<file path="src/core/opaddr_pkg.sv">
// shared constants and enumerations for the operand address generator
package opaddr_pkg;
    // -------------------------------------------------------------------
    // widths and fixed values
    // -------------------------------------------------------------------
    localparam int          ADDR_W        = 16;
    localparam int          DATA_W        = 8;
    localparam logic [7:0]  PREBYTE_Y     = 8'h90;
    localparam logic [15:0] ZERO_PAGE_TOP = 16'h00FF;
    localparam logic [15:0] ZERO_ADDR     = 16'h0000;
    localparam logic [7:0]  ZERO_BYTE     = 8'h00;
    localparam logic [15:0] ONE_ADDR      = 16'h0001;
    localparam logic [2:0]  ZERO_BITNUM   = 3'h0;

    // -------------------------------------------------------------------
    // addressing modes presented by the opcode decoder
    // -------------------------------------------------------------------
    typedef enum logic [4:0] {
        MODE_INHERENT      = 5'h00,
        MODE_IMMEDIATE     = 5'h01,
        MODE_DIR_SHORT     = 5'h02,
        MODE_DIR_LONG      = 5'h03,
        MODE_IDX_NONE      = 5'h04,
        MODE_IDX_SHORT     = 5'h05,
        MODE_IDX_LONG      = 5'h06,
        MODE_IND_SHORT     = 5'h07,
        MODE_IND_LONG      = 5'h08,
        MODE_INDIDX_SHORT  = 5'h09,
        MODE_INDIDX_LONG   = 5'h0A,
        MODE_REL_DIRECT    = 5'h0B,
        MODE_REL_INDIRECT  = 5'h0C,
        MODE_BIT_DIRECT    = 5'h0D,
        MODE_BIT_INDIRECT  = 5'h0E,
        MODE_BIT_DIR_REL   = 5'h0F,
        MODE_BIT_IND_REL   = 5'h10
    } addr_mode_e;

    typedef enum logic [2:0] {
        ST_IDLE     = 3'h0,
        ST_OPERAND  = 3'h1,
        ST_PTR      = 3'h2,
        ST_OFFSET   = 3'h3,
        ST_DONE     = 3'h4
    } gen_state_e;
endpackage : opaddr_pkg

</file>
<file path="src/core/cpu_operand_address_generator.sv">
// operand byte counting and effective address forming for the 8-bit core
`timescale 1ns/100ps
// Contract
// - inherent mode fetches no byte beyond the opcode
// - immediate mode takes one following byte as the operand value
// - short direct uses one fetched byte as a zero-page address
// - long direct uses a fetched two-byte word as the address
// - indexed address is the unsigned sum of index and offset
// - no-offset indexed fetches nothing; index alone addresses 00 to FF
// - no-offset indexed with second index is one byte longer
// - short indexed adds one fetched byte to index, up to 1FE
// - long indexed adds a fetched two-byte word to index
// - indirect modes read the operand address from a pointer location
// - short indirect reads a byte pointer, address within 00 to FF
// - long indirect reads a word pointer with one byte after opcode
// - relative target is pcNext, the address of the first byte after the opcode, plus signed offset
// - read-modify-write instructions fold long direct and long indexed onto their short forms
// - short indirect indexed adds byte pointer to index, up to 1FE
// - relative indirect reads the offset from a pointed location
// - prebyte 90 swaps the first index register for the second
module cpu_operand_address_generator
    import opaddr_pkg::*;
(
    input  wire logic              clk_sys,
    input  wire logic              rst,
    input  wire logic              clkEn,
    input  wire logic              start,
    input  wire logic [4:0]        modeIn,
    input  wire logic [DATA_W-1:0] prebyte,
    input  wire logic [DATA_W-1:0] opcode,
    input  wire logic              rmwOp,
    input  wire logic [DATA_W-1:0] indexX,
    input  wire logic [DATA_W-1:0] indexY,
    input  wire logic [ADDR_W-1:0] pcNext,
    output logic                   memReq,
    output logic      [ADDR_W-1:0] memAddr,
    input  wire logic              memValid,
    input  wire logic [DATA_W-1:0] memData,
    output logic                   busy,
    output logic                   done,
    output logic      [ADDR_W-1:0] effAddr,
    output logic      [DATA_W-1:0] immValue,
    output logic      [ADDR_W-1:0] branchTarget,
    output logic      [2:0]        bitNum,
    output logic      [1:0]        operandLen,
    output logic                   useSecondIndex
);
    // -------------------------------------------------------------------
    // state
    // -------------------------------------------------------------------
    gen_state_e        state_r,  state_nxt;
    addr_mode_e        mode_r,   mode_nxt;
    logic [ADDR_W-1:0] fetch_r,  fetch_nxt;
    logic [ADDR_W-1:0] ea_r,     ea_nxt;
    logic [ADDR_W-1:0] tgt_r,    tgt_nxt;
    logic [DATA_W-1:0] imm_r,    imm_nxt;
    logic [DATA_W-1:0] idx_r,    idx_nxt;
    logic [1:0]        len_r,    len_nxt;
    logic [1:0]        cnt_r,    cnt_nxt;
    logic [2:0]        bit_r,    bit_nxt;
    logic              useY_r,   useY_nxt;
    logic              done_r,   done_nxt;
    logic              ptrLong_r, ptrLong_nxt;
    logic              ptrSecond_r, ptrSecond_nxt;
    logic              asmClear, asmHigh, asmLow;
    logic [ADDR_W-1:0] asmWord;
    logic [ADDR_W-1:0] memAddrC;
    addr_mode_e        modeSel;

    // words from two bytes go through one assembler, high byte first
    byte_word_asm u_asm (
        .clk_sys  (clk_sys),
        .rst      (rst),
        .clkEn    (clkEn),
        .clear    (asmClear),
        .loadHigh (asmHigh),
        .loadLow  (asmLow),
        .dataIn   (memData),
        .word     (asmWord)
    );

    // -------------------------------------------------------------------
    // helpers
    // -------------------------------------------------------------------
    function automatic logic [1:0] bytes_after(input addr_mode_e m, input logic y);
        unique case (m)
            MODE_INHERENT:     bytes_after = 2'd0;
            MODE_IMMEDIATE:    bytes_after = 2'd1;
            MODE_DIR_SHORT:    bytes_after = 2'd1;
            MODE_DIR_LONG:     bytes_after = 2'd2;
            MODE_IDX_NONE:     bytes_after = y ? 2'd1 : 2'd0;
            MODE_IDX_SHORT:    bytes_after = 2'd1;
            MODE_IDX_LONG:     bytes_after = 2'd2;
            MODE_BIT_DIRECT:   bytes_after = 2'd1;
            MODE_BIT_DIR_REL:  bytes_after = 2'd2;
            MODE_BIT_IND_REL:  bytes_after = 2'd2;                 // pointer byte then offset
            MODE_REL_DIRECT:   bytes_after = 2'd1;
            default:           bytes_after = 2'd1;                 // pointer byte only
        endcase
    endfunction : bytes_after

    // prebyte length counted by the opcode fetcher; only the y extra is reported here
    always_comb begin
        modeSel = addr_mode_e'(modeIn);
        // rmw ops cannot use long forms, fold them onto short ones
        if (rmwOp) begin
            if (modeSel == MODE_DIR_LONG) modeSel = MODE_DIR_SHORT;
            if (modeSel == MODE_IDX_LONG) modeSel = MODE_IDX_SHORT;
        end
    end

    // -------------------------------------------------------------------
    // sequencer
    // -------------------------------------------------------------------
    always_comb begin
        state_nxt = state_r; mode_nxt = mode_r; fetch_nxt = fetch_r;
        ea_nxt = ea_r; tgt_nxt = tgt_r; imm_nxt = imm_r; idx_nxt = idx_r;
        len_nxt = len_r; cnt_nxt = cnt_r; bit_nxt = bit_r; useY_nxt = useY_r;
        ptrLong_nxt = ptrLong_r; ptrSecond_nxt = ptrSecond_r;
        done_nxt = 1'b0;
        asmClear = 1'b0; asmHigh = 1'b0; asmLow = 1'b0;
        unique case (state_r)
            ST_IDLE: begin
                if (start) begin
                    useY_nxt  = (prebyte == PREBYTE_Y);
                    idx_nxt   = (prebyte == PREBYTE_Y) ? indexY : indexX;
                    mode_nxt  = modeSel;
                    len_nxt   = bytes_after(modeSel, prebyte == PREBYTE_Y);
                    bit_nxt   = opcode[3:1];
                    fetch_nxt = pcNext;
                    cnt_nxt   = 2'd0;
                    asmClear  = 1'b1;
                    if (modeSel == MODE_INHERENT) begin
                        ea_nxt = ZERO_ADDR; done_nxt = 1'b1;
                    end else if (modeSel == MODE_IDX_NONE) begin
                        ea_nxt = {ZERO_BYTE, (prebyte == PREBYTE_Y) ? indexY : indexX};
                        done_nxt = 1'b1;
                    end else begin
                        state_nxt = ST_OPERAND;
                    end
                end
            end
            ST_OPERAND: begin
                if (memValid) begin
                    fetch_nxt = fetch_r + ONE_ADDR;
                    cnt_nxt   = cnt_r + 2'd1;
                    if (cnt_r == 2'd0) asmHigh = 1'b1;
                    else asmLow = 1'b1;
                    unique case (mode_r)
                        MODE_IMMEDIATE: begin
                            imm_nxt = memData; state_nxt = ST_DONE;
                        end
                        MODE_DIR_SHORT, MODE_BIT_DIRECT: begin
                            ea_nxt = {ZERO_BYTE, memData}; state_nxt = ST_DONE;
                        end
                        MODE_IDX_SHORT: begin
                            ea_nxt = {ZERO_BYTE, memData} + {ZERO_BYTE, idx_r};
                            state_nxt = ST_DONE;
                        end
                        MODE_DIR_LONG, MODE_IDX_LONG: begin
                            if (cnt_r == 2'd1) begin
                                ea_nxt = {asmWord[15:8], memData}
                                    + ((mode_r == MODE_IDX_LONG) ? {ZERO_BYTE, idx_r} : ZERO_ADDR);
                                state_nxt = ST_DONE;
                            end
                        end
                        MODE_IDX_NONE: begin                          // never reached; no-offset indexed completes in ST_IDLE
                            ea_nxt = {ZERO_BYTE, idx_r}; state_nxt = ST_DONE;
                        end
                        MODE_REL_DIRECT: begin
                            tgt_nxt = pcNext + {{8{memData[7]}}, memData};
                            state_nxt = ST_DONE;
                        end
                        MODE_BIT_DIR_REL: begin
                            if (cnt_r == 2'd0) ea_nxt = {ZERO_BYTE, memData};
                            else begin
                                tgt_nxt = pcNext + {{8{memData[7]}}, memData};
                                state_nxt = ST_DONE;
                            end
                        end
                        default: begin                                // pointer location
                            ea_nxt = {ZERO_BYTE, memData};
                            ptrLong_nxt = (mode_r == MODE_IND_LONG) || (mode_r == MODE_INDIDX_LONG);
                            ptrSecond_nxt = 1'b0;
                            state_nxt = ST_PTR;
                        end
                    endcase
                end
            end
            ST_PTR: begin
                if (memValid) begin
                    if (ptrLong_r && !ptrSecond_r) begin
                        ptrSecond_nxt = 1'b1;
                        asmHigh = 1'b1;
                    end else begin
                        unique case (mode_r)
                            MODE_IND_SHORT, MODE_BIT_INDIRECT: begin
                                ea_nxt = {ZERO_BYTE, memData}; state_nxt = ST_DONE;
                            end
                            MODE_IND_LONG: begin
                                ea_nxt = {asmWord[15:8], memData}; state_nxt = ST_DONE;
                            end
                            MODE_INDIDX_SHORT: begin
                                ea_nxt = {ZERO_BYTE, memData} + {ZERO_BYTE, idx_r};
                                state_nxt = ST_DONE;
                            end
                            MODE_INDIDX_LONG: begin
                                ea_nxt = {asmWord[15:8], memData} + {ZERO_BYTE, idx_r};
                                state_nxt = ST_DONE;
                            end
                            MODE_REL_INDIRECT: begin
                                tgt_nxt = pcNext + {{8{memData[7]}}, memData};
                                state_nxt = ST_DONE;
                            end
                            MODE_BIT_IND_REL: begin
                                ea_nxt = {ZERO_BYTE, memData}; state_nxt = ST_OFFSET;
                            end
                            default: state_nxt = ST_DONE;
                        endcase
                    end
                end
            end
            ST_OFFSET: begin
                if (memValid) begin                                   // branch offset
                    tgt_nxt = pcNext + {{8{memData[7]}}, memData};
                    fetch_nxt = fetch_r + ONE_ADDR;
                    state_nxt = ST_DONE;
                end
            end
            ST_DONE: begin
                done_nxt  = 1'b1;
                state_nxt = ST_IDLE;
            end
            default: state_nxt = ST_IDLE;
        endcase
    end

    // pointer reads start in page zero (a long pointer at FF reads its low byte from 0100); offset fetch follows the pointer byte in code
    always_comb begin
        if (state_r == ST_PTR) memAddrC = ptrSecond_r ? ea_r + ONE_ADDR : ea_r;
        else memAddrC = fetch_r;
    end

    always_ff @(posedge clk_sys or posedge rst) begin
        if (rst) begin
            state_r <= ST_IDLE; mode_r <= MODE_INHERENT; fetch_r <= ZERO_ADDR;
            ea_r <= ZERO_ADDR; tgt_r <= ZERO_ADDR; imm_r <= ZERO_BYTE;
            idx_r <= ZERO_BYTE; len_r <= 2'd0; cnt_r <= 2'd0; bit_r <= ZERO_BITNUM;
            useY_r <= 1'b0; done_r <= 1'b0; ptrLong_r <= 1'b0; ptrSecond_r <= 1'b0;
        end else if (clkEn) begin
            state_r <= state_nxt; mode_r <= mode_nxt; fetch_r <= fetch_nxt;
            ea_r <= ea_nxt; tgt_r <= tgt_nxt; imm_r <= imm_nxt;
            idx_r <= idx_nxt; len_r <= len_nxt; cnt_r <= cnt_nxt; bit_r <= bit_nxt;
            useY_r <= useY_nxt; done_r <= done_nxt; ptrLong_r <= ptrLong_nxt;
            ptrSecond_r <= ptrSecond_nxt;
        end
    end

    assign memReq         = (state_r == ST_OPERAND) || (state_r == ST_PTR) || (state_r == ST_OFFSET);
    assign memAddr        = memAddrC;
    assign busy           = (state_r != ST_IDLE);
    assign done           = done_r;
    assign effAddr        = ea_r;
    assign immValue       = imm_r;
    assign branchTarget   = tgt_r;
    assign bitNum         = bit_r;
    assign operandLen     = len_r;
    assign useSecondIndex = useY_r;
endmodule : cpu_operand_address_generator

</file>
<file path="src/core/byte_word_asm.sv">
// assembles a big-endian word from two successive bytes
`timescale 1ns/100ps
module byte_word_asm
    import opaddr_pkg::*;
(
    input  wire logic              clk_sys,
    input  wire logic              rst,
    input  wire logic              clkEn,
    input  wire logic              clear,
    input  wire logic              loadHigh,
    input  wire logic              loadLow,
    input  wire logic [DATA_W-1:0] dataIn,
    output logic      [ADDR_W-1:0] word
);
    logic [ADDR_W-1:0] word_r;
    logic [ADDR_W-1:0] word_nxt;

    always_comb begin
        word_nxt = word_r;
        if (clear) begin
            word_nxt = ZERO_ADDR;
        end else if (loadHigh) begin
            word_nxt = {dataIn, ZERO_BYTE};
        end else if (loadLow) begin
            word_nxt = {word_r[ADDR_W-1:DATA_W], dataIn};
        end
    end

    always_ff @(posedge clk_sys or posedge rst) begin
        if (rst) begin
            word_r <= ZERO_ADDR;
        end else if (clkEn) begin
            word_r <= word_nxt;
        end
    end

    assign word = word_r;
endmodule : byte_word_asm

</file>
<file path="config.mk">
export PLATFORM = sky130hd
export DESIGN_NAME = cpu_operand_address_generator
export DESIGN_NICKNAME = d
export VERILOG_FILES = /design/src/core/opaddr_pkg.sv /design/src/core/cpu_operand_address_generator.sv /design/src/core/byte_word_asm.sv
export SDC_FILE = /design/constraint.sdc
export NUM_CORES = 1
export LEC_CHECK = 0
export BUFFER_PORTS_ARGS = -buffer_cell sky130_fd_sc_hd__buf_2
export CAP_MARGIN = 40
export CORE_AREA = 2 2 125 127
export CTS_CLUSTER_SIZE = 30
export DETAILED_ROUTE_END_ITERATION = 10
export DIE_AREA = 0 0 127 129
export PLACE_DENSITY = 0.73
export SLEW_MARGIN = 5
export SYNTH_ARGS = -nofsm -noshare
export SYNTH_HDL_FRONTEND = slang
export SYNTH_SLANG_ARGS = --single-unit
</file>
<file path="constraint.sdc">
create_clock -name clk_sys -period 5.1 [get_ports clk_sys]
set_input_delay 0.51 -clock clk_sys [delete_from_list [all_inputs] [get_ports clk_sys]]
set_output_delay 0.51 -clock clk_sys [all_outputs]
set_load 0.01 [all_outputs]
</file>
==> results_dict.tcl, run 1 <==
set metrics [dict create \
    status "finished clean" \
    fp.dieH_um 129 \
    crit_path_start "mode_r[2]" \
    critical-path-top-delay-family "simple AND/OR/NAND/NOR gates" \
    clock-sinks 91 \
    dieArea_um2 16400 \
    layoutNonFillerInstCount 1186 \
    ys_ff_latch 91 \
    slew_headroom 0.367 \
    coreArea_um2 15000 \
    drt_pass1_iterations 5 \
    cts_tree "yes" \
    rsz0062_at_grt "no" \
    setup.worst_path.start_class "flip-flop" \
    syn_inst 899 \
    grt_overflow 0 \
    cts_buffers 9 \
    finalMaxSlewViolations 0 \
    synth_flop_cell "dfrtp_1" \
    finalCritPeriodShare 0.701 \
    synthArstFlopShare 1.00 \
    grt_pass1_vias 6667 \
    place.gp.congestion 0.971 \
    hp-class "input pin to asynchronous set/reset pin" \
    post_route_cells_drive_above_1_share 0.183 \
    crit_arrival_ns 3.82 \
    drc 0 \
    ys_seq_area_frac 0.309 \
    setup_violations 0 \
    cts.clk_slew.worst_paths_ns 0.07 \
    synth.avg_cell_area_um2 8.19 \
    timing.hold.ws_ns 0.135 \
    port_buffers 126 \
    syn_area_um2 7360 \
    ios 132 \
    syn2layout_area_growth_pct 13.3 \
    final_nets 1098 \
    maxCapViolCount 0 \
    total_power_w 0.00428 \
    slowest_delay_ns 0.79 \
    crit_fanout 22 \
    htreeDepth 3 \
    power.density_nw_per_um2 513 \
    tightest_slew_ns 0.945 \
    grt_pass1_wl_um 34600 \
    yosys_warnings 0 \
    synth-edff-count 0 \
    finClkSkew_ns 0.00629 \
    hold_viol 0 \
    finalCriticalPeriod_ns 3.57 \
    clock.fmax_mhz 280 \
    clk_latency_ns 0.36 \
    crit_required_ns 5.34 \
    root_buffer "clkbuf_16" \
    hold_buffers 0 \
    crit_type "flip-flop to flip-flop" \
    synthXorXnorAreaFrac 0.0476 \
    clockBufferDepth 2 \
    dpl.hpwl_um 16500 \
    viasPerCell 6.16 \
    core.rowCount 45 \
    path_buf_inv 1 \
    post-cts-setup-buffers 0 \
    diodes 0 \
    first_iter_violations 837 \
    postRouteAntennaNets 0 \
    synth-compound-area-share 0.244 \
    tns_ns 0 \
    dp.cells 1170 \
    crit_path_end_kind "flip-flop" \
    synth-simple-area-share 0.232 \
    die_w_um 127 \
    initial_core_util 0.492 \
    cp_slowest_cell "dfrtp_1" \
    grt_max_degree 63 \
    synth-adder-area-share 0.0676 \
    routedWlPerCell_um 18.2 \
    cp_cell_sequence "nand3b_1, nor2_1, and2_1, ha_1, inv_1, fa_1, nor2b_1, o31ai_1, a211oi_1, xnor2_1, o21ai_1, o32a_1" \
    routed_wl_um 21500 \
    synth_cell_types 83 \
    antenna_found_initial 0 \
    track_usage 0.268 \
    synth_mux_area_frac 0.0593 \
    vias 7310 \
    ir_drop_mv 0.261 \
    synth_fp_nets 1004 \
    reg2reg_from "mode_r[2]" \
    power_leakage_nw 3.67 \
    synth_top_family_by_area "compound AO/OA/AOI/OAI gates" \
    cts-resized-gates 0 \
]
[synthesized netlist by cell type, types with 10 or more instances]
cell | n | share of area
o21ai_1 | 12 | 0.0082
inv_1 | 19 | 0.0097
a31oi_1 | 14 | 0.012
and2_1 | 13 | 0.011
xnor2_1 | 19 | 0.023
o22ai_1 | 18 | 0.015
o21ai_0 | 77 | 0.052
mux2_2 | 12 | 0.018
xor2_1 | 21 | 0.025
mux2i_1 | 17 | 0.023
a21o_1 | 10 | 0.010
ha_1 | 35 | 0.059
nor3_1 | 23 | 0.016
clkbuf_1 | 32 | 0.016
a21oi_1 | 63 | 0.043
nand4_1 | 13 | 0.011
nand3_1 | 32 | 0.022
nor2b_1 | 12 | 0.010
dfrtp_1 | 91 | 0.31
buf_2 | 14 | 0.0095
nand2_1 | 119 | 0.061
nor2_1 | 59 | 0.030
and3_1 | 11 | 0.0093
[kinds of logic (layout without fill, tap and decap cells)]
family / count (synthesis) / after routing
buffers and inverters: 71 / 170
adders and majority gates: 38 / 38
AOI/OAI and AO/OA: 284 / 284
xor gates and xnor gates: 40 / 40
muxes: 38 / 38
DFF: 91 / 91
and+or+nand+nor: 337 / 337
[worst register-to-register path, delay by kind of cell (launching register included)]
family | cells | cell delay [ns]
buffers and inverters | 1 | 0.08
xor gates and xnor gates | 1 | 0.15
adders and majority gates | 2 | 0.60
and+or+nand+nor | 4 | 0.98
DFF | 1 | 0.79
AOI/OAI and AO/OA | 4 | 0.86
[area by class of cell]
type                            instances  area (um2)
Clock buffer                           11         233
Clock inverter                          5        38.8
Fill cell                            1420        6630
Inverter                               20        77.6
Multi-Input combinational cell        737        4790
Sequential cell                        91        2280
Tap cell                              188         235
Timing Repair Buffer                  134         694
[sequential cells by signal (all words and copies together), names as in the netlist]
register / count
idx_r: 8
operandLen: 2
useSecondIndex: 1
cnt_r: 2
done: 1
fetch_r: 16
mode_r: 5
bitNum: 3
u_asm.word: 8
ptrLong_r: 1
immValue: 8
branchTarget: 16
state_r: 3
ptrSecond_r: 1
effAddr: 16
[power by group]
| part | internal, W | leakage (nW) | switching [W] |
|---|---|---|---|
| sequential | 0.00104 | 1.13 | 0.000505 |
| clock | 0.000333 | 0.118 | 0.000306 |
| combinational | 0.000890 | 2.42 | 0.00121 |
| total | 0.00226 | 3.67 | 0.00202 |
[layout by cell type (no fill, tap or decap), drive strengths merged, types with 9 or more instances in the layout]
cell	instances
mux2	21
nor3	23
nand4	13
o21ai	90
nand2b	9
xnor2	19
xor2	21
and3	11
o211ai	9
a31oi	14
ha	35
nor2b	12
nand3	32
dfrtp	91
a21o	10
buf	134
o22ai	18
a211oi	9
nand2	119
and2	13
nor2	59
mux2i	17
inv	21
a21oi	63
clkbuf	11
[metrics by stage]
step	utilization	area, um2	setup WS, ns
after global placement	0.538	8060	1.61
after CTS	0.557	8340	1.57
after floorplan	-	7360	1.96
after global routing	0.557	8340	1.22
final	0.557	8340	1.53
after detailed placement	0.539	8070	1.61
[routing by layer]
metal	vias to the layer above	GRT usage	wire, um	part of all wire
met2	324	0.430	9870	0.46
met3	43	0.0520	1530	0.071
met1	3423	0.361	9480	0.44
met5	-	0	0	0
met4	0	0.0989	663	0.031
li1	3520	-	-	-
[final timing paths]
kind / slack [ns] / endpoint / depth (start not counted)
worst min register to register: 0.47 / branchTarget[15] / 2
min in group clk_sys: 0.39 / bitNum[2] / 2
max in group asynchronous: 3.85 / branchTarget[14] / 3
worst max-delay path: 1.53 / effAddr[12] / 12
worst min-delay path: 0.14 / state_r[0] / 2
worst max register to register: 1.53 / effAddr[12] / 12
Power figures use the tool's default switching activity.
==> run 2, diff against run 1 <==
Clock period 5.1 ns to 3.6 ns, I/O delays scaled along.
==> results_dict.tcl, run 2 (synthesis gave the netlist of run 1 again) <==
set metrics [dict create \
    power.density_nw_per_um2 732 \
    layoutNonFillerInstCount 1198 \
    diodes 0 \
    cts-resized-gates 0 \
    clock-sinks 91 \
    maxCapViolCount 0 \
    routedWlPerCell_um 18.2 \
    drc 0 \
    crit_type "flip-flop to flip-flop" \
    dpl.hpwl_um 16700 \
    tightest_slew_ns 0.885 \
    vias 7378 \
    slew_headroom 0.405 \
    cts_tree "yes" \
    finalMaxSlewViolations 0 \
    clockBufferDepth 2 \
    final_nets 1110 \
    htreeDepth 3 \
    layout_common_cells "buf_2, nand2_1, dfrtp_1, o21ai_0, a21oi_1" \
    antenna_found_initial 0 \
    finClkSkew_ns 0.00802 \
    die_w_um 127 \
    routed_wl_um 21800 \
    final_common_cell "buf_2" \
    grt_pass1_vias 6671 \
    post_route_cells_drive_above_1_share 0.193 \
    syn2layout_area_growth_pct 15.1 \
    grt_overflow 0 \
    cts_buffers 9 \
    fp.dieH_um 129 \
    crit_required_ns 3.84 \
    grt_pass1_wl_um 35100 \
    port_buffers 126 \
    setup.worst_path.start_class "flip-flop" \
    n_fill_cell 1394 \
    root_buffer "clkbuf_16" \
    first_iter_violations 630 \
    place.gp.congestion 0.971 \
    crit_fanout 8 \
    place_area_um2 8170 \
    setup_violations 0 \
    clk_latency_ns 0.36 \
    rsz0062_at_grt "no" \
    crit_path_end_kind "flip-flop" \
    ff_latch_area_um2 2280 \
    track_usage 0.270 \
    ios 132 \
    crit_arrival_ns 3.40 \
    reg2reg_slack_ns 0.45 \
    cts.clk_slew.worst_paths_ns 0.07 \
    ir_drop_mv 0.358 \
    grt_max_degree 56 \
    drt_pass1_iterations 6 \
    finalCritPeriodShare 0.876 \
    hold_viol 0 \
    coreArea_um2 15000 \
    postRouteAntennaNets 0 \
    power_leakage_nw 3.75 \
    dp.cells 1181 \
    finalCriticalPeriod_ns 3.15 \
    hp-class "input pin to flip-flop" \
    multiInputGateArea_um2 4790 \
    tns_ns 0 \
    initial_core_util 0.492 \
    fin_area_um2 8470 \
    core.rowCount 45 \
    status "finished clean" \
    clock.fmax_mhz 317 \
    total_power_w 0.00620 \
    dieArea_um2 16400 \
    viasPerCell 6.16 \
]
[run 2: cell types whose count changed in the layout (fill, tap and decap cells not counted)]
cell,previous run,this run
buf_4,7,18
clkinv_2,0,2
clkinvlp_4,4,2
buf_16,0,1
buf_6,1,0
bufinv_16,0,1
clkbuf_1,2,1
dlygate4sd3_1,0,1
[run 2: worst max-delay path: stages (launching register included)]
cell and delay, ns:
dfrtp_1 0.37, or2_2 0.29, nor2_1 0.31, and2_1 0.19, ha_1 0.19, inv_1 0.06
fa_1 0.40, nor2b_1 0.21, o31ai_1 0.19, a211oi_1 0.29, xnor2_1 0.15, o21ai_1 0.07
o32a_1 0.33
[run 2: stage by stage]
| stage | setup slack, ns | hold WS (ns) | utilization |
|---|---|---|---|
| after floorplan | 0.459 | 0.468 | - |
| after global routing | 0.231 | 0.228 | 0.566 |
| after detailed placement | 0.469 | 0.346 | 0.546 |
| after global placement | 0.493 | 0.457 | 0.544 |
| after CTS | 0.462 | 0.229 | 0.566 |
| final | 0.447 | 0.235 | 0.566 |
[run 2: power by group]
| group | internal [W] | total, W | switching [W] |
|---|---|---|---|
| Sequential | 0.00147 | 0.00207 | 0.000593 |
| Clock | 0.000539 | 0.000975 | 0.000436 |
| Combinational | 0.00131 | 0.00316 | 0.00185 |
[run 2: worst paths after layout]
kind / from / endpoint / depth (start not counted)
min: opcode[2] / bitNum[1] / 2
min reg2reg: branchTarget[10] / branchTarget[10] / 2
max: mode_r[4] / effAddr[12] / 12
min in group asynchronous: rst / done / 3
max in group asynchronous: rst / branchTarget[10] / 5
max reg2reg: mode_r[4] / effAddr[12] / 12
[run 2: final cells by class]
cell class,instances,area share
Clock buffer,10,0.0270
Clock inverter,6,0.00753
Inverter,20,0.00916
Multi-Input combinational cell,737,0.565
Sequential cell,91,0.269
Tap cell,188,0.0278
Timing Repair Buffer,146,0.0948
[run 2: what timing repair did]
action	in CTS	in global routing
setup endpoints to repair	0	0
hold buffers	1	0
hold endpoints to repair	20	0
setup buffers	0	0
[run 2: routing by layer]
| layer | vias to the layer above | routed length [um] | GRT usage |
|---|---|---|---|
| li1 | 3557 | - | - |
| met4 | 0 | 603 | 0.0905 |
| met3 | 36 | 1760 | 0.0553 |
| met5 | - | 0 | 0 |
| met2 | 335 | 10200 | 0.444 |
| met1 | 3450 | 9300 | 0.356 |
==> run 3, diff against run 2 <==
Settings changed: GPL_ROUTABILITY_DRIVEN set to 0, RECOVER_POWER set to 25.
==> results_dict.tcl, run 3 (synthesis gave the netlist of run 1 again) <==
set metrics [dict create \
    met3_length_um 1660 \
    root_buffer "clkbuf_16" \
    grt_pass1_vias 6661 \
    antenna_found_initial 0 \
    reg2reg_slack_ns 0.40 \
    die_w_um 127 \
    cts_tree "yes" \
    fin_util 0.562 \
    layoutNonFillerInstCount 1198 \
    dp.cells 1181 \
    port_buffers 126 \
    syn2layout_area_growth_pct 14.3 \
    crit_path_end_kind "flip-flop" \
    min_path_cells 2 \
    power.density_nw_per_um2 729 \
    tightest_slew_ns 1.50 \
    finalMaxSlewViolations 0 \
    maxCapViolCount 1 \
    hold-path-endpoint "bitNum[2]" \
    layout_common_cells "buf_2, nand2_1, dfrtp_1, o21ai_0, a21oi_1" \
    r2r_end "effAddr[12]" \
    drt-met1-wl_um 9390 \
    diodes 0 \
    ios 132 \
    comb_power_share 0.517 \
    reg2reg_depth 12 \
    fp.dieH_um 129 \
    hold_start "opcode[3]" \
    cts-resized-gates 0 \
    drt_pass1_iterations 6 \
    grt_max_degree 61 \
    cp_cell_sequence "or2_2, nor2_1, and2_1, ha_1, inv_1, fa_1, nor2b_1, o31ai_1, a211oi_1, xnor2_1, o21ai_1, o32a_1" \
    clockBufferDepth 2 \
    finalCriticalPeriod_ns 3.20 \
    hp-class "input pin to flip-flop" \
    finClkSkew_ns 0.0109 \
    viasPerCell 6.19 \
    cellInternalPower_w 0.00326 \
    routedWlPerCell_um 18.4 \
    met2WireLength_um 10300 \
    place_area_um2 8170 \
    finalCritPeriodShare 0.888 \
    first_iter_violations 740 \
    track_usage 0.269 \
    routed_wl_um 22100 \
    cts_buffers 9 \
    final_common_cell "buf_2" \
    post_route_cells_drive_above_1_share 0.189 \
    clk_latency_ns 0.35 \
    postRouteAntennaNets 0 \
    coreArea_um2 15000 \
    final_nets 1110 \
    p_switching_w 0.00288 \
    core.rowCount 45 \
    tns_ns 0 \
    status "finished with violations" \
    rsz0062_at_grt "no" \
    p_sw_frac 0.469 \
    slew_headroom 0.00162 \
    drc 0 \
    timing.hold.ws_ns 0.236 \
    p_clk_frac 0.145 \
    fin_area_um2 8420 \
    clock-sinks 91 \
    ir_drop_mv 0.378 \
    grt_overflow 0 \
    crit_fanout 8 \
    setup_violations 0 \
    crit_arrival_ns 3.43 \
    setup.worst_path.start_class "flip-flop" \
    crit_type "flip-flop to flip-flop" \
    dieArea_um2 16400 \
    cp_slowest_cell "fa_1" \
    share_seq_of_total_power 0.338 \
    dpl.hpwl_um 16700 \
    initial_core_util 0.492 \
    slowest_delay_ns 0.41 \
    highest_layer "met4" \
    htreeDepth 3 \
    vias 7415 \
    reg2reg_from "mode_r[4]" \
    violations "capacitance limit" \
    power_leakage_nw 3.72 \
    cts.clk_slew.worst_paths_ns 0.07 \
    crit_required_ns 3.83 \
    clock.fmax_mhz 313 \
    hold_viol 0 \
    grt_pass1_wl_um 34900 \
]
run 3: cell count changes in the layout (fill, tap and decap cells not counted):
| cell | delta |
|---|---|
| clkinvlp_2 | +1 |
| buf_4 | -1 |
| clkbuf_1 | +4 |
| clkbuf_2 | +1 |
| inv_4 | -1 |
| buf_16 | -1 |
| bufinv_16 | -1 |
| clkinv_2 | -2 |
run 3: power groups by stage:
stage / combinational [W] / clock [W] / sequential [W]
5_1_grt: 0.00350 / 0.000948 / 0.00215
2_1_floorplan: 0.00221 / 0 / 0.00192
6_report: 0.00317 / 0.000891 / 0.00207
4_1_cts: 0.00314 / 0.000906 / 0.00206
3_5_place_dp: 0.00313 / 0 / 0.00207
3_3_place_gp: 0.00307 / 0 / 0.00206
run 3: worst max-delay path by stage:
stage	to	slack (ns)	start
3_5_place_dp	effAddr[12]	0.44	mode_r[4]
2_1_floorplan	effAddr[12]	0.46	mode_r[0]
3_3_place_gp	effAddr[12]	0.49	mode_r[4]
5_1_grt	effAddr[13]	0.17	mode_r[4]
6_report	effAddr[12]	0.40	mode_r[4]
4_1_cts	effAddr[12]	0.44	mode_r[4]
run 3: metrics by stage:
step                worst slack [ns]  power, W
global route                   0.172   0.00659
floorplan                      0.459   0.00413
detailed placement             0.442   0.00520
finish                         0.403   0.00613
CTS                            0.436   0.00610
global placement               0.490   0.00513
run 3: layer usage:
layer | track usage | vias up
met3 | 0.0524 | 59
met4 | 0.105 | 0
met1 | 0.355 | 3469
met5 | 0 | -
met2 | 0.438 | 345
li1 | - | 3542
run 3: layout make-up:
type / count / area (um2)
well taps: 188 / 235
clock buffers: 13 / 240
flip-flops and latches: 91 / 2280
clock inverters: 3 / 23.8
multi-input cells: 737 / 4790
repair buffers: 146 / 777
inverters: 20 / 76.3
fillers: 1433 / 6560
run 3: worst max-delay path, delay by kind of cell (launching register included):
| family | cells | cell delay (ns) |
|---|---|---|
| compound gates | 4 | 0.87 |
| xor+xnor | 1 | 0.15 |
| fa+ha+maj | 2 | 0.60 |
| buf+inv | 1 | 0.06 |
| flops | 1 | 0.37 |
| simple gates | 4 | 1.03 |
run 3: timing repair:
action | in CTS | in global routing
hold endpoints to repair | 16 | 0
setup buffers | 0 | 0
hold buffers | 1 | 0
